--- src/include/pfcc_pkg.sv ---
// Purpose: shared constants and carriers for the priority flow control block
// Assumes: 50 MHz system clock, 10 Gb/s link pause quantum of 51.2 ns
// Notes:   register map offsets are byte addresses on a 32-bit bus
package pfcc_pkg;
   // ----------------------------------------------------------------
   // timing
   // ----------------------------------------------------------------
   localparam int CLK_MHZ = 50;
   // one pause quantum, 512 bit times at 10 Gb/s = 51.2 ns, in ps
   localparam logic [16:0] QUANTUM_PS = 17'h0C800;
   localparam logic [16:0] CLK_PERIOD_PS = 17'(1000000 / CLK_MHZ);

   // ----------------------------------------------------------------
   // frame fields
   // ----------------------------------------------------------------
   localparam int NPRIO = 8;
   localparam logic [15:0] QUANTA_RST = 16'hFFFF;
   localparam logic [15:0] REFRESH_RST = 16'hFF00;
   localparam logic [15:0] XON_QUANTA = 16'h0000;
   localparam logic [15:0] P0_ENABLE = 16'h0001;

   // ----------------------------------------------------------------
   // register map
   // ----------------------------------------------------------------
   localparam logic [7:0] ADDR_CTRL = 8'h00;
   localparam logic [7:0] ADDR_QUANTA = 8'h04;
   localparam logic [7:0] ADDR_REFRESH = 8'h08;
   localparam logic [7:0] ADDR_STATUS = 8'h0C;
   localparam logic [7:0] ADDR_INT_STS = 8'h10;
   localparam logic [7:0] ADDR_INT_MASK = 8'h14;
   localparam int CTRL_TX_EN = 0;
   localparam int CTRL_RX_EN = 1;
   localparam int CTRL_AUTO_XON = 2;
   localparam logic [2:0] CTRL_RST = 3'h7;
   localparam int STS_REQ = 0;
   localparam int STS_PAUSED_LSB = 8;
   localparam int INT_XOFF = 0;
   localparam int INT_XON = 1;
   localparam int INT_PSTART = 2;
   localparam int INT_PEND = 3;
   localparam int INT_W = 4;
   localparam logic [1:0] RESP_OKAY = 2'h0;
   localparam logic [1:0] RESP_SLVERR = 2'h2;

   // ----------------------------------------------------------------
   // carriers
   // ----------------------------------------------------------------
   typedef struct packed {
      logic [15:0] prio_en;
      logic [NPRIO-1:0][15:0] quanta;
   } pfcc_frame_type;

   typedef struct packed {
      logic err_free;
      logic is_ctrl;
      logic pfc_match;
      logic [15:0] prio_en;
      logic [NPRIO-1:0][15:0] quanta;
   } pfcc_rx_info_type;
endpackage

--- src/hw/pfcc_tx_gen.sv ---
// Purpose: builds priority 0 pause frames from the client request
// Assumes: tick is a one-cycle pulse per elapsed pause quantum
// Notes:   a frame request is a one-cycle pulse to the transmit engine
`timescale 1ns/1ps
module pfcc_tx_gen import pfcc_pkg::*; (
   // clock and reset
   input wire logic aclk,
   input wire logic aresetn,
   input wire logic ce,
   input wire logic tick,
   // configuration
   input wire logic tx_en,
   input wire logic auto_xon,
   input wire logic [15:0] quanta,
   input wire logic [15:0] refresh,
   // client request
   input wire logic req,
   // frame request and events
   output logic frame_valid_r,
   output pfcc_frame_type frame_r,
   output logic xoff_evt_r,
   output logic xon_evt_r
);
   logic req_d_r;
   logic [15:0] elapsed_r;
   logic refresh_due;
   logic send_xoff;
   logic send_xon;
   pfcc_frame_type frame_nxt;

   // refresh fires before the far end's pause runs out
   assign refresh_due = req & req_d_r & (refresh != 16'h0000) &
                        (elapsed_r >= refresh);
   assign send_xoff = tx_en & ((req & ~req_d_r) | refresh_due);
   // release sends nothing unless automatic xon is on
   assign send_xon = tx_en & auto_xon & ~req & req_d_r;

   // request history for edge detection
   always_ff @(posedge aclk) begin
      if (!aresetn) begin
         req_d_r <= 1'b0;
      end else if (ce) begin
         req_d_r <= req;
      end
   end

   // quanta since the last frame; saturates so it never wraps to zero
   always_ff @(posedge aclk) begin
      if (!aresetn) begin
         elapsed_r <= 16'h0000;
      end else if (ce) begin
         if (send_xoff | send_xon) begin
            elapsed_r <= 16'h0000;
         end else if (tick & req & (elapsed_r != 16'hFFFF)) begin
            elapsed_r <= elapsed_r + 16'h0001;
         end
      end
   end

   // only priority 0 is enabled; unused quanta and bits stay zero
   always_comb begin
      frame_nxt = '0;
      frame_nxt.prio_en = P0_ENABLE;
      frame_nxt.quanta[0] = send_xon ? XON_QUANTA : quanta;
   end

   // frame request and event pulses
   always_ff @(posedge aclk) begin
      if (!aresetn) begin
         frame_valid_r <= 1'b0;
         frame_r <= '0;
         xoff_evt_r <= 1'b0;
         xon_evt_r <= 1'b0;
      end else if (ce) begin
         frame_valid_r <= send_xoff | send_xon;
         frame_r <= frame_nxt;
         xoff_evt_r <= send_xoff;
         xon_evt_r <= send_xon;
      end
   end
endmodule // pfcc_tx_gen

--- src/hw/pfcc_rx_pause.sv ---
// Purpose: per-priority pause counters driven by received pause frames
// Assumes: frame_end marks the last cycle of a parsed received frame
// Notes:   counting starts only once the paused flag is up
`timescale 1ns/1ps
module pfcc_rx_pause import pfcc_pkg::*; (
   // clock and reset
   input wire logic aclk,
   input wire logic aresetn,
   input wire logic ce,
   input wire logic tick,
   // configuration
   input wire logic rx_en,
   // parsed frame
   input wire logic frame_end,
   input pfcc_rx_info_type info,
   // paused flags, one per priority
   output wire logic [NPRIO-1:0] paused
);
   logic good_pfc;

   // only an error-free pause control frame acts on the counters
   assign good_pfc = frame_end & info.err_free & info.is_ctrl &
                     info.pfc_match & rx_en;

   for (genvar i = 0; i < NPRIO; i++) begin : g_prio
      logic [15:0] cnt_r;
      logic [15:0] cnt_nxt;
      logic paused_r;

      // a new frame reloads; a zero load ends the pause at once
      always_comb begin
         cnt_nxt = cnt_r;
         if (good_pfc & info.prio_en[i]) begin
            cnt_nxt = info.quanta[i];
         end else if (tick & paused_r) begin
            cnt_nxt = cnt_r - 16'h0001;
         end
      end

      // flag follows the counter in the same cycle it is loaded
      always_ff @(posedge aclk) begin
         if (!aresetn) begin
            cnt_r <= 16'h0000;
            paused_r <= 1'b0;
         end else if (ce) begin
            cnt_r <= cnt_nxt;
            paused_r <= (cnt_nxt != 16'h0000);
         end
      end
      assign paused[i] = paused_r;
   end
endmodule // pfcc_rx_pause

--- src/hw/pfcc_top.sv ---
// Purpose: priority 0 flow control inside the MAC, with register access
// Assumes: AXI4-Lite slave on aclk; frame parsing and transmit outside
// Notes:   one write and one read may be outstanding at a time
`timescale 1ns/1ps

// Functional notes
// flow control off: good control frames forwarded
// client drops forwarded control frames itself
// client requests pause above seven eighths full
// request sends pause frame, configured quanta
// held request resends frame at refresh count
// client releases request below three quarters
// auto xon release sends zero quanta frame
// nonzero received pause raises paused flag
// zero quanta frame drops paused flag immediately
// no auto xon: release sends nothing
// enable field has one bit per priority
// per-priority down-counter holds paused while nonzero
// client request uses hysteresis between thresholds
module pfcc_top import pfcc_pkg::*; (
   // clock, reset, enable
   input wire logic aclk,
   input wire logic aresetn,
   input wire logic ce,
   // axi4-lite write
   input wire logic [7:0] s_axi_awaddr,
   input wire logic s_axi_awvalid,
   output wire logic s_axi_awready,
   input wire logic [31:0] s_axi_wdata,
   input wire logic [3:0] s_axi_wstrb,
   input wire logic s_axi_wvalid,
   output wire logic s_axi_wready,
   output wire logic [1:0] s_axi_bresp,
   output wire logic s_axi_bvalid,
   input wire logic s_axi_bready,
   // axi4-lite read
   input wire logic [7:0] s_axi_araddr,
   input wire logic s_axi_arvalid,
   output wire logic s_axi_arready,
   output wire logic [31:0] s_axi_rdata,
   output wire logic [1:0] s_axi_rresp,
   output wire logic s_axi_rvalid,
   input wire logic s_axi_rready,
   // client pause request
   input wire logic tx_prio0_pause_request,
   // to transmit engine
   output wire logic tx_pfc_frame_valid,
   output pfcc_frame_type tx_pfc_frame,
   // from receive parser
   input wire logic rx_frame_end,
   input pfcc_rx_info_type rx_frame_info,
   // to client
   output wire logic rx_prio0_paused,
   output wire logic rx_client_frame_done,
   output wire logic rx_client_frame_good,
   // interrupt
   output wire logic irq
);
   // ----------------------------------------------------------------
   // declarations
   // ----------------------------------------------------------------
   logic [16:0] acc_r;
   logic [16:0] acc_sum;
   logic tick_r;
   logic [2:0] ctrl_r;
   logic [15:0] quanta_r;
   logic [15:0] refresh_r;
   logic [INT_W-1:0] int_sts_r;
   logic [INT_W-1:0] int_sts_nxt;
   logic [INT_W-1:0] int_mask_r;
   logic [INT_W-1:0] int_evt;
   logic [INT_W-1:0] int_clr;
   logic irq_r;
   logic awready_r;
   logic wready_r;
   logic aw_held_r;
   logic w_held_r;
   logic [7:0] waddr_r;
   logic [31:0] wdata_r;
   logic [3:0] wstrb_r;
   logic bvalid_r;
   logic [1:0] bresp_r;
   logic arready_r;
   logic rvalid_r;
   logic [31:0] rdata_r;
   logic [1:0] rresp_r;
   logic do_write;
   logic [31:0] wmask;
   logic wr_hit;
   logic [31:0] rd_word;
   logic rd_hit;
   logic done_r;
   logic good_r;
   logic paused0_d_r;
   logic [NPRIO-1:0] paused;
   logic xoff_evt;
   logic xon_evt;

   // bit mask of the byte lanes that the write strobes enable
   assign wmask = {{8{wstrb_r[3]}}, {8{wstrb_r[2]}}, {8{wstrb_r[1]}},
                   {8{wstrb_r[0]}}};

   // ----------------------------------------------------------------
   // pause quantum tick
   // ----------------------------------------------------------------
   // fractional accumulator: 51.2 ns is not a whole number of cycles,
   // so ticks fall 2 or 3 cycles apart, 2.56 on average, with no long-term drift
   assign acc_sum = acc_r + CLK_PERIOD_PS;
   always_ff @(posedge aclk) begin
      if (!aresetn) begin
         acc_r <= 17'h00000;
         tick_r <= 1'b0;
      end else if (ce) begin
         tick_r <= (acc_sum >= QUANTUM_PS);
         acc_r <= (acc_sum >= QUANTUM_PS) ? acc_sum - QUANTUM_PS : acc_sum;
      end
   end

   // ----------------------------------------------------------------
   // axi4-lite write channel
   // ----------------------------------------------------------------
   // address and data are taken in either order; each ready drops
   // after its handshake and rises again when the response is taken
   assign do_write = aw_held_r & w_held_r;
   always_ff @(posedge aclk) begin
      if (!aresetn) begin
         awready_r <= 1'b1;
         wready_r <= 1'b1;
         aw_held_r <= 1'b0;
         w_held_r <= 1'b0;
         waddr_r <= 8'h00;
         wdata_r <= 32'h00000000;
         wstrb_r <= 4'h0;
         bvalid_r <= 1'b0;
         bresp_r <= RESP_OKAY;
      end else if (ce) begin
         if (s_axi_awvalid & awready_r) begin
            awready_r <= 1'b0;
            aw_held_r <= 1'b1;
            waddr_r <= s_axi_awaddr;
         end
         if (s_axi_wvalid & wready_r) begin
            wready_r <= 1'b0;
            w_held_r <= 1'b1;
            wdata_r <= s_axi_wdata;
            wstrb_r <= s_axi_wstrb;
         end
         if (do_write) begin
            aw_held_r <= 1'b0;
            w_held_r <= 1'b0;
            bvalid_r <= 1'b1;
            bresp_r <= wr_hit ? RESP_OKAY : RESP_SLVERR;
         end
         if (bvalid_r & s_axi_bready) begin
            bvalid_r <= 1'b0;
            awready_r <= 1'b1;
            wready_r <= 1'b1;
         end
      end
   end

   // write decode; status is read-only, so writing it is an error
   always_comb begin
      case (waddr_r)
         ADDR_CTRL, ADDR_QUANTA, ADDR_REFRESH,
         ADDR_INT_STS, ADDR_INT_MASK: wr_hit = 1'b1;
         default: wr_hit = 1'b0;
      endcase
   end

   // configuration registers
   always_ff @(posedge aclk) begin
      if (!aresetn) begin
         ctrl_r <= CTRL_RST;
         quanta_r <= QUANTA_RST;
         refresh_r <= REFRESH_RST;
         int_mask_r <= '0;
      end else if (ce & do_write) begin
         case (waddr_r)
            ADDR_CTRL: ctrl_r <= (ctrl_r & ~wmask[2:0]) |
                                 (wdata_r[2:0] & wmask[2:0]);
            ADDR_QUANTA: quanta_r <= (quanta_r & ~wmask[15:0]) |
                                     (wdata_r[15:0] & wmask[15:0]);
            ADDR_REFRESH: refresh_r <= (refresh_r & ~wmask[15:0]) |
                                       (wdata_r[15:0] & wmask[15:0]);
            ADDR_INT_MASK: int_mask_r <= (int_mask_r & ~wmask[3:0]) |
                                         (wdata_r[3:0] & wmask[3:0]);
            default: ;
         endcase
      end
   end

   // ----------------------------------------------------------------
   // axi4-lite read channel
   // ----------------------------------------------------------------
   always_comb begin
      rd_word = 32'h00000000;
      rd_hit = 1'b1;
      case (s_axi_araddr)
         ADDR_CTRL: rd_word[2:0] = ctrl_r;
         ADDR_QUANTA: rd_word[15:0] = quanta_r;
         ADDR_REFRESH: rd_word[15:0] = refresh_r;
         ADDR_STATUS: begin
            rd_word[STS_REQ] = tx_prio0_pause_request;
            rd_word[STS_PAUSED_LSB +: NPRIO] = paused;
         end
         ADDR_INT_STS: rd_word[INT_W-1:0] = int_sts_r;
         ADDR_INT_MASK: rd_word[INT_W-1:0] = int_mask_r;
         default: rd_hit = 1'b0;
      endcase
   end

   // one read outstanding; data captured at the address handshake
   always_ff @(posedge aclk) begin
      if (!aresetn) begin
         arready_r <= 1'b1;
         rvalid_r <= 1'b0;
         rdata_r <= 32'h00000000;
         rresp_r <= RESP_OKAY;
      end else if (ce) begin
         if (s_axi_arvalid & arready_r) begin
            arready_r <= 1'b0;
            rvalid_r <= 1'b1;
            rdata_r <= rd_word;
            rresp_r <= rd_hit ? RESP_OKAY : RESP_SLVERR;
         end else if (rvalid_r & s_axi_rready) begin
            rvalid_r <= 1'b0;
            arready_r <= 1'b1;
         end
      end
   end

   // ----------------------------------------------------------------
   // interrupts
   // ----------------------------------------------------------------
   // a new event in the clearing cycle survives: set wins over clear
   assign int_evt = {paused0_d_r & ~paused[0], paused[0] & ~paused0_d_r,
                     xon_evt, xoff_evt};
   assign int_clr = (do_write & (waddr_r == ADDR_INT_STS)) ?
                    (wdata_r[INT_W-1:0] & {INT_W{wstrb_r[0]}}) : '0;
   assign int_sts_nxt = (int_sts_r & ~int_clr) | int_evt;
   always_ff @(posedge aclk) begin
      if (!aresetn) begin
         int_sts_r <= '0;
         paused0_d_r <= 1'b0;
         irq_r <= 1'b0;
      end else if (ce) begin
         int_sts_r <= int_sts_nxt;
         paused0_d_r <= paused[0];
         irq_r <= |(int_sts_nxt & int_mask_r);
      end
   end

   // ----------------------------------------------------------------
   // receive frames toward the client
   // ----------------------------------------------------------------
   // with reception off every good control frame goes up marked good;
   // a frame the pause logic acted on is marked for dropping
   always_ff @(posedge aclk) begin
      if (!aresetn) begin
         done_r <= 1'b0;
         good_r <= 1'b0;
      end else if (ce) begin
         done_r <= rx_frame_end;
         good_r <= rx_frame_end & rx_frame_info.err_free &
                   ~(ctrl_r[CTRL_RX_EN] & rx_frame_info.is_ctrl &
                     rx_frame_info.pfc_match);
      end
   end

   // ----------------------------------------------------------------
   // transmit and receive engines
   // ----------------------------------------------------------------
   pfcc_tx_gen u_tx (
      .aclk(aclk),
      .aresetn(aresetn),
      .ce(ce),
      .tick(tick_r),
      .tx_en(ctrl_r[CTRL_TX_EN]),
      .auto_xon(ctrl_r[CTRL_AUTO_XON]),
      .quanta(quanta_r),
      .refresh(refresh_r),
      .req(tx_prio0_pause_request),
      .frame_valid_r(tx_pfc_frame_valid),
      .frame_r(tx_pfc_frame),
      .xoff_evt_r(xoff_evt),
      .xon_evt_r(xon_evt)
   );

   pfcc_rx_pause u_rx (
      .aclk(aclk),
      .aresetn(aresetn),
      .ce(ce),
      .tick(tick_r),
      .rx_en(ctrl_r[CTRL_RX_EN]),
      .frame_end(rx_frame_end),
      .info(rx_frame_info),
      .paused(paused)
   );

   // outputs
   assign s_axi_awready = awready_r;
   assign s_axi_wready = wready_r;
   assign s_axi_bvalid = bvalid_r;
   assign s_axi_bresp = bresp_r;
   assign s_axi_arready = arready_r;
   assign s_axi_rvalid = rvalid_r;
   assign s_axi_rdata = rdata_r;
   assign s_axi_rresp = rresp_r;
   assign rx_prio0_paused = paused[0];
   assign rx_client_frame_done = done_r;
   assign rx_client_frame_good = good_r;
   assign irq = irq_r;
endmodule // pfcc_top

--- config.mk ---
export PLATFORM = sky130hd
export DESIGN_NAME = pfcc_top
export DESIGN_NICKNAME = d
export VERILOG_FILES = /design/src/include/pfcc_pkg.sv /design/src/hw/pfcc_tx_gen.sv /design/src/hw/pfcc_rx_pause.sv /design/src/hw/pfcc_top.sv
export SDC_FILE = /design/constraint.sdc
export NUM_CORES = 1
export LEC_CHECK = 0
export ABC_AREA = 1
export BUFFER_PORTS_ARGS = -buffer_cell sky130_fd_sc_hd__buf_2
export CAP_MARGIN = 20
export CORE_MARGIN = 4
export CORE_UTILIZATION = 30
export CTS_CLUSTER_DIAMETER = 80
export DETAILED_ROUTE_END_ITERATION = 10
export GPL_TIMING_DRIVEN = 0
export PLACE_DENSITY = 0.55
export SLEW_MARGIN = 25
export SYNTH_ARGS = -nofsm -noshare
export SYNTH_HDL_FRONTEND = slang
export SYNTH_SLANG_ARGS = --single-unit
--- constraint.sdc ---
create_clock -name aclk -period 5.61 [get_ports aclk]
set_input_delay 0.561 -clock aclk [delete_from_list [all_inputs] [get_ports aclk]]
set_output_delay 0.561 -clock aclk [all_outputs]
set_load 0.1 [all_outputs]
==> impl_results.md <==
- Outcome: finished clean
- Cell Chain, Critical Path: nand3_2 -> nor2_8 -> nand2_4 -> buf_2 -> o21ai_0 -> nand4_1 -> nor2_1 -> nand3_1 -> nand2_1 -> inv_1
- Vias in the first global route: 17883
- Worst vdd ir: 0.000217 V
- Hold Worst Slack: 0.254 ns
- DR pass1 iterations: 5
- Root Buffer: clkbuf_16
- Postcts setup bufs: 0
- FILL cells: 6814
- Final min period: 2.69 ns
- Initial drt markers: 1185
- Seq/Total Area, Yosys: 30.5%
- Final #Nets: 3572
- Hpwl dp: 54200 um
- #FFs+latches synth: 284
- H-tree Lvls: 2
- Critical path class: flip-flop to flip-flop
- Actual slew at the worst max-slew pin: 1.03 ns
- P per Cell Area: 302 nW/um2
- Post-synthesis async set-or-reset flop share: 0%
- CP peak stage delay: 0.61 ns
- Prevailing post-synth register cell: dfxtp_1
- Core area: 61600 um2
- Starting Density: 30.3%
- CTS hold repair buffers: 0
- IO buf count: 227
- Vias per cell: 4.59
- Final worst-path cycle share: 48.0%
- # rows: 91
- Max frequency: 0.371 GHz
- TritonCTS Buffers: 38
- Die width: 257 um
- I/O pin count: 399
- R2r setup slk: 2.92 ns
- Die height: 257 um
- Mean post-synth cell area: 6.39 um2
- Worst-path clk slew: 0.06 ns
- Slew headroom: 31.1%
- Yosys cell types: 49
- WP data required: 6.08 ns
- Worst slack, placed: 2.38 ns
- Initial antenna violation count: 4
- Share of layout cells above drive strength 1: 16.7%
- Worst-path fanout max: 10
- Cell count of the worst reg-to-reg path: 10
- Tightest Hold Check Type: input port to flip-flop
- Post-Syn Instances: 2923
- CTS tree: built
- Endpoints failing hold: 0
- Post-route worst setup slack: 2.92 ns
- GPL Wtd Cong: 0.934
- RSZ-0062 raised after global routing: false
- Clk_lat worst skew: 0.58 ns
- Wire per inst: 16.4 um
- Static Leak: 0.0119 uW
- R2r endpoint: u_rx.g_prio[2].paused_r
- Warnings, synthesis: 0
- Post-CTS sizing: 0
- Synthesized area: 18700 um2
- Crit path launch type: flip-flop
- Critical path data arrival time: 3.16 ns
- Crit end category: flip-flop
- Drt drc: 0
- First-pass GRT wire length: 104000 um
- Final total power: 6900 uW
- Post-route ant nets: 0
- Most common cell after layout, fill and taps aside: nand2_1
- Maxcap violations: 0
- Most frequent cells in the layout: 720 x nand2_1, 354 x inv_1, 316 x nor2_1, 284 x dfxtp_1, 238 x buf_2
- CP max stage cell: dfxtp_1
- Setup TNS: 0 ns
- CTS sink count: 284
- Final Setup Violations: 0
- Post-synth EDFFs: 0
- Max Slew Vio Count: 0
- Post-Route WL: 68800 um
- CTS max path bufs: 3
- Largest net degree at the start of global routing: 13
- Die ar.: 66300 um2
- Non-filler cells, final: 4202
- Total grt overflow: 0
- GRT Util Overall: 19.8%
- Via count: 19274
- Area growth syn-to-layout: 22.6%
- Crit path to: u_rx.g_prio[2].paused_r
- Clock skew: 0.0227 ns
- Worst hold start: s_axi_awvalid
- Placed cells: 4131
how the worst min path moves through the flow:
stage	end	slack, ns	cells after the start
floorplan	aw_held_r	0.42	2
global placement	w_held_r	0.43	2
detailed placement	aw_held_r	0.44	2
CTS	s_axi_awready	0.22	4
global route	s_axi_awready	0.26	4
finish	s_axi_awready	0.25	4
layout make-up:
class	count	area, um2	area share [%]
Antenna cell	1	2.50	0.0109
Buffer	251	1600	7.01
Clock buffer	51	1080	4.72
Clock inverter	19	405	1.77
Inverter	362	1360	5.94
Multi-Input combinational cell	2170	10600	46.2
Sequential cell	284	5690	24.9
Tap cell	837	1050	4.58
Timing Repair Buffer	227	1140	4.97
critical path, delay by kind of cell, from the launching register on:
kind	cells	cell delay (ns)
buf+inv	2	0.28
simple gates	7	1.31
flops	1	0.61
compound gates	1	0.37
layer usage:
layer | share of wire (%) | GRT usage (%) | vias to the layer above
li1 | - | - | 9962
met1 | 45 | 26.4 | 8718
met2 | 46 | 33.4 | 513
met3 | 6.6 | 3.85 | 77
met4 | 2.0 | 4.51 | 4
met5 | 0.029 | 0 | -
stage by stage:
step	util [%]	cell area, um2
after detailed placement	34.7	21400
after global placement	34.7	21400
after floorplan	-	19200
final	37.1	22900
after CTS	37.1	22900
after global routing	37.1	22900
cells in the mapped netlist (9+ instances only):
cell,count,area [um2]
o21ai_1,13,65.1
nand4_1,37,231
buf_6,13,146
nor2_1,316,1190
nor2_2,16,100
a31oi_1,11,68.8
inv_1,354,1330
ha_1,29,363
clkbuf_1,74,278
o21ai_0,202,1010
dfxtp_1,284,5690
nand2_1,720,2700
nand2_4,13,146
or2_2,36,225
buf_2,11,55.1
xnor2_1,19,166
xor2_1,44,385
a21oi_1,183,916
o211ai_1,97,728
or2_0,9,56.3
nor3_1,25,125
nand3_1,179,896
buf_4,145,1090
cell families after synthesis:
family	share of synthesized area [%]
and+or+nand+nor	32.6
buffers and inverters	15.9
AOI/OAI and AO/OA	16.1
DFF	30.5
xor gates and xnor gates	2.96
adders and majority gates	1.94
other	0.0201
where the power goes:
| group | internal (uW) | switching [uW] |
|---|---|---|
| clock network | 1830 | 1030 |
| logic | 462 | 1290 |
| registers | 2150 | 139 |
| total | 4440 | 2460 |
No activity file was read; power rests on OpenSTA's default activity.
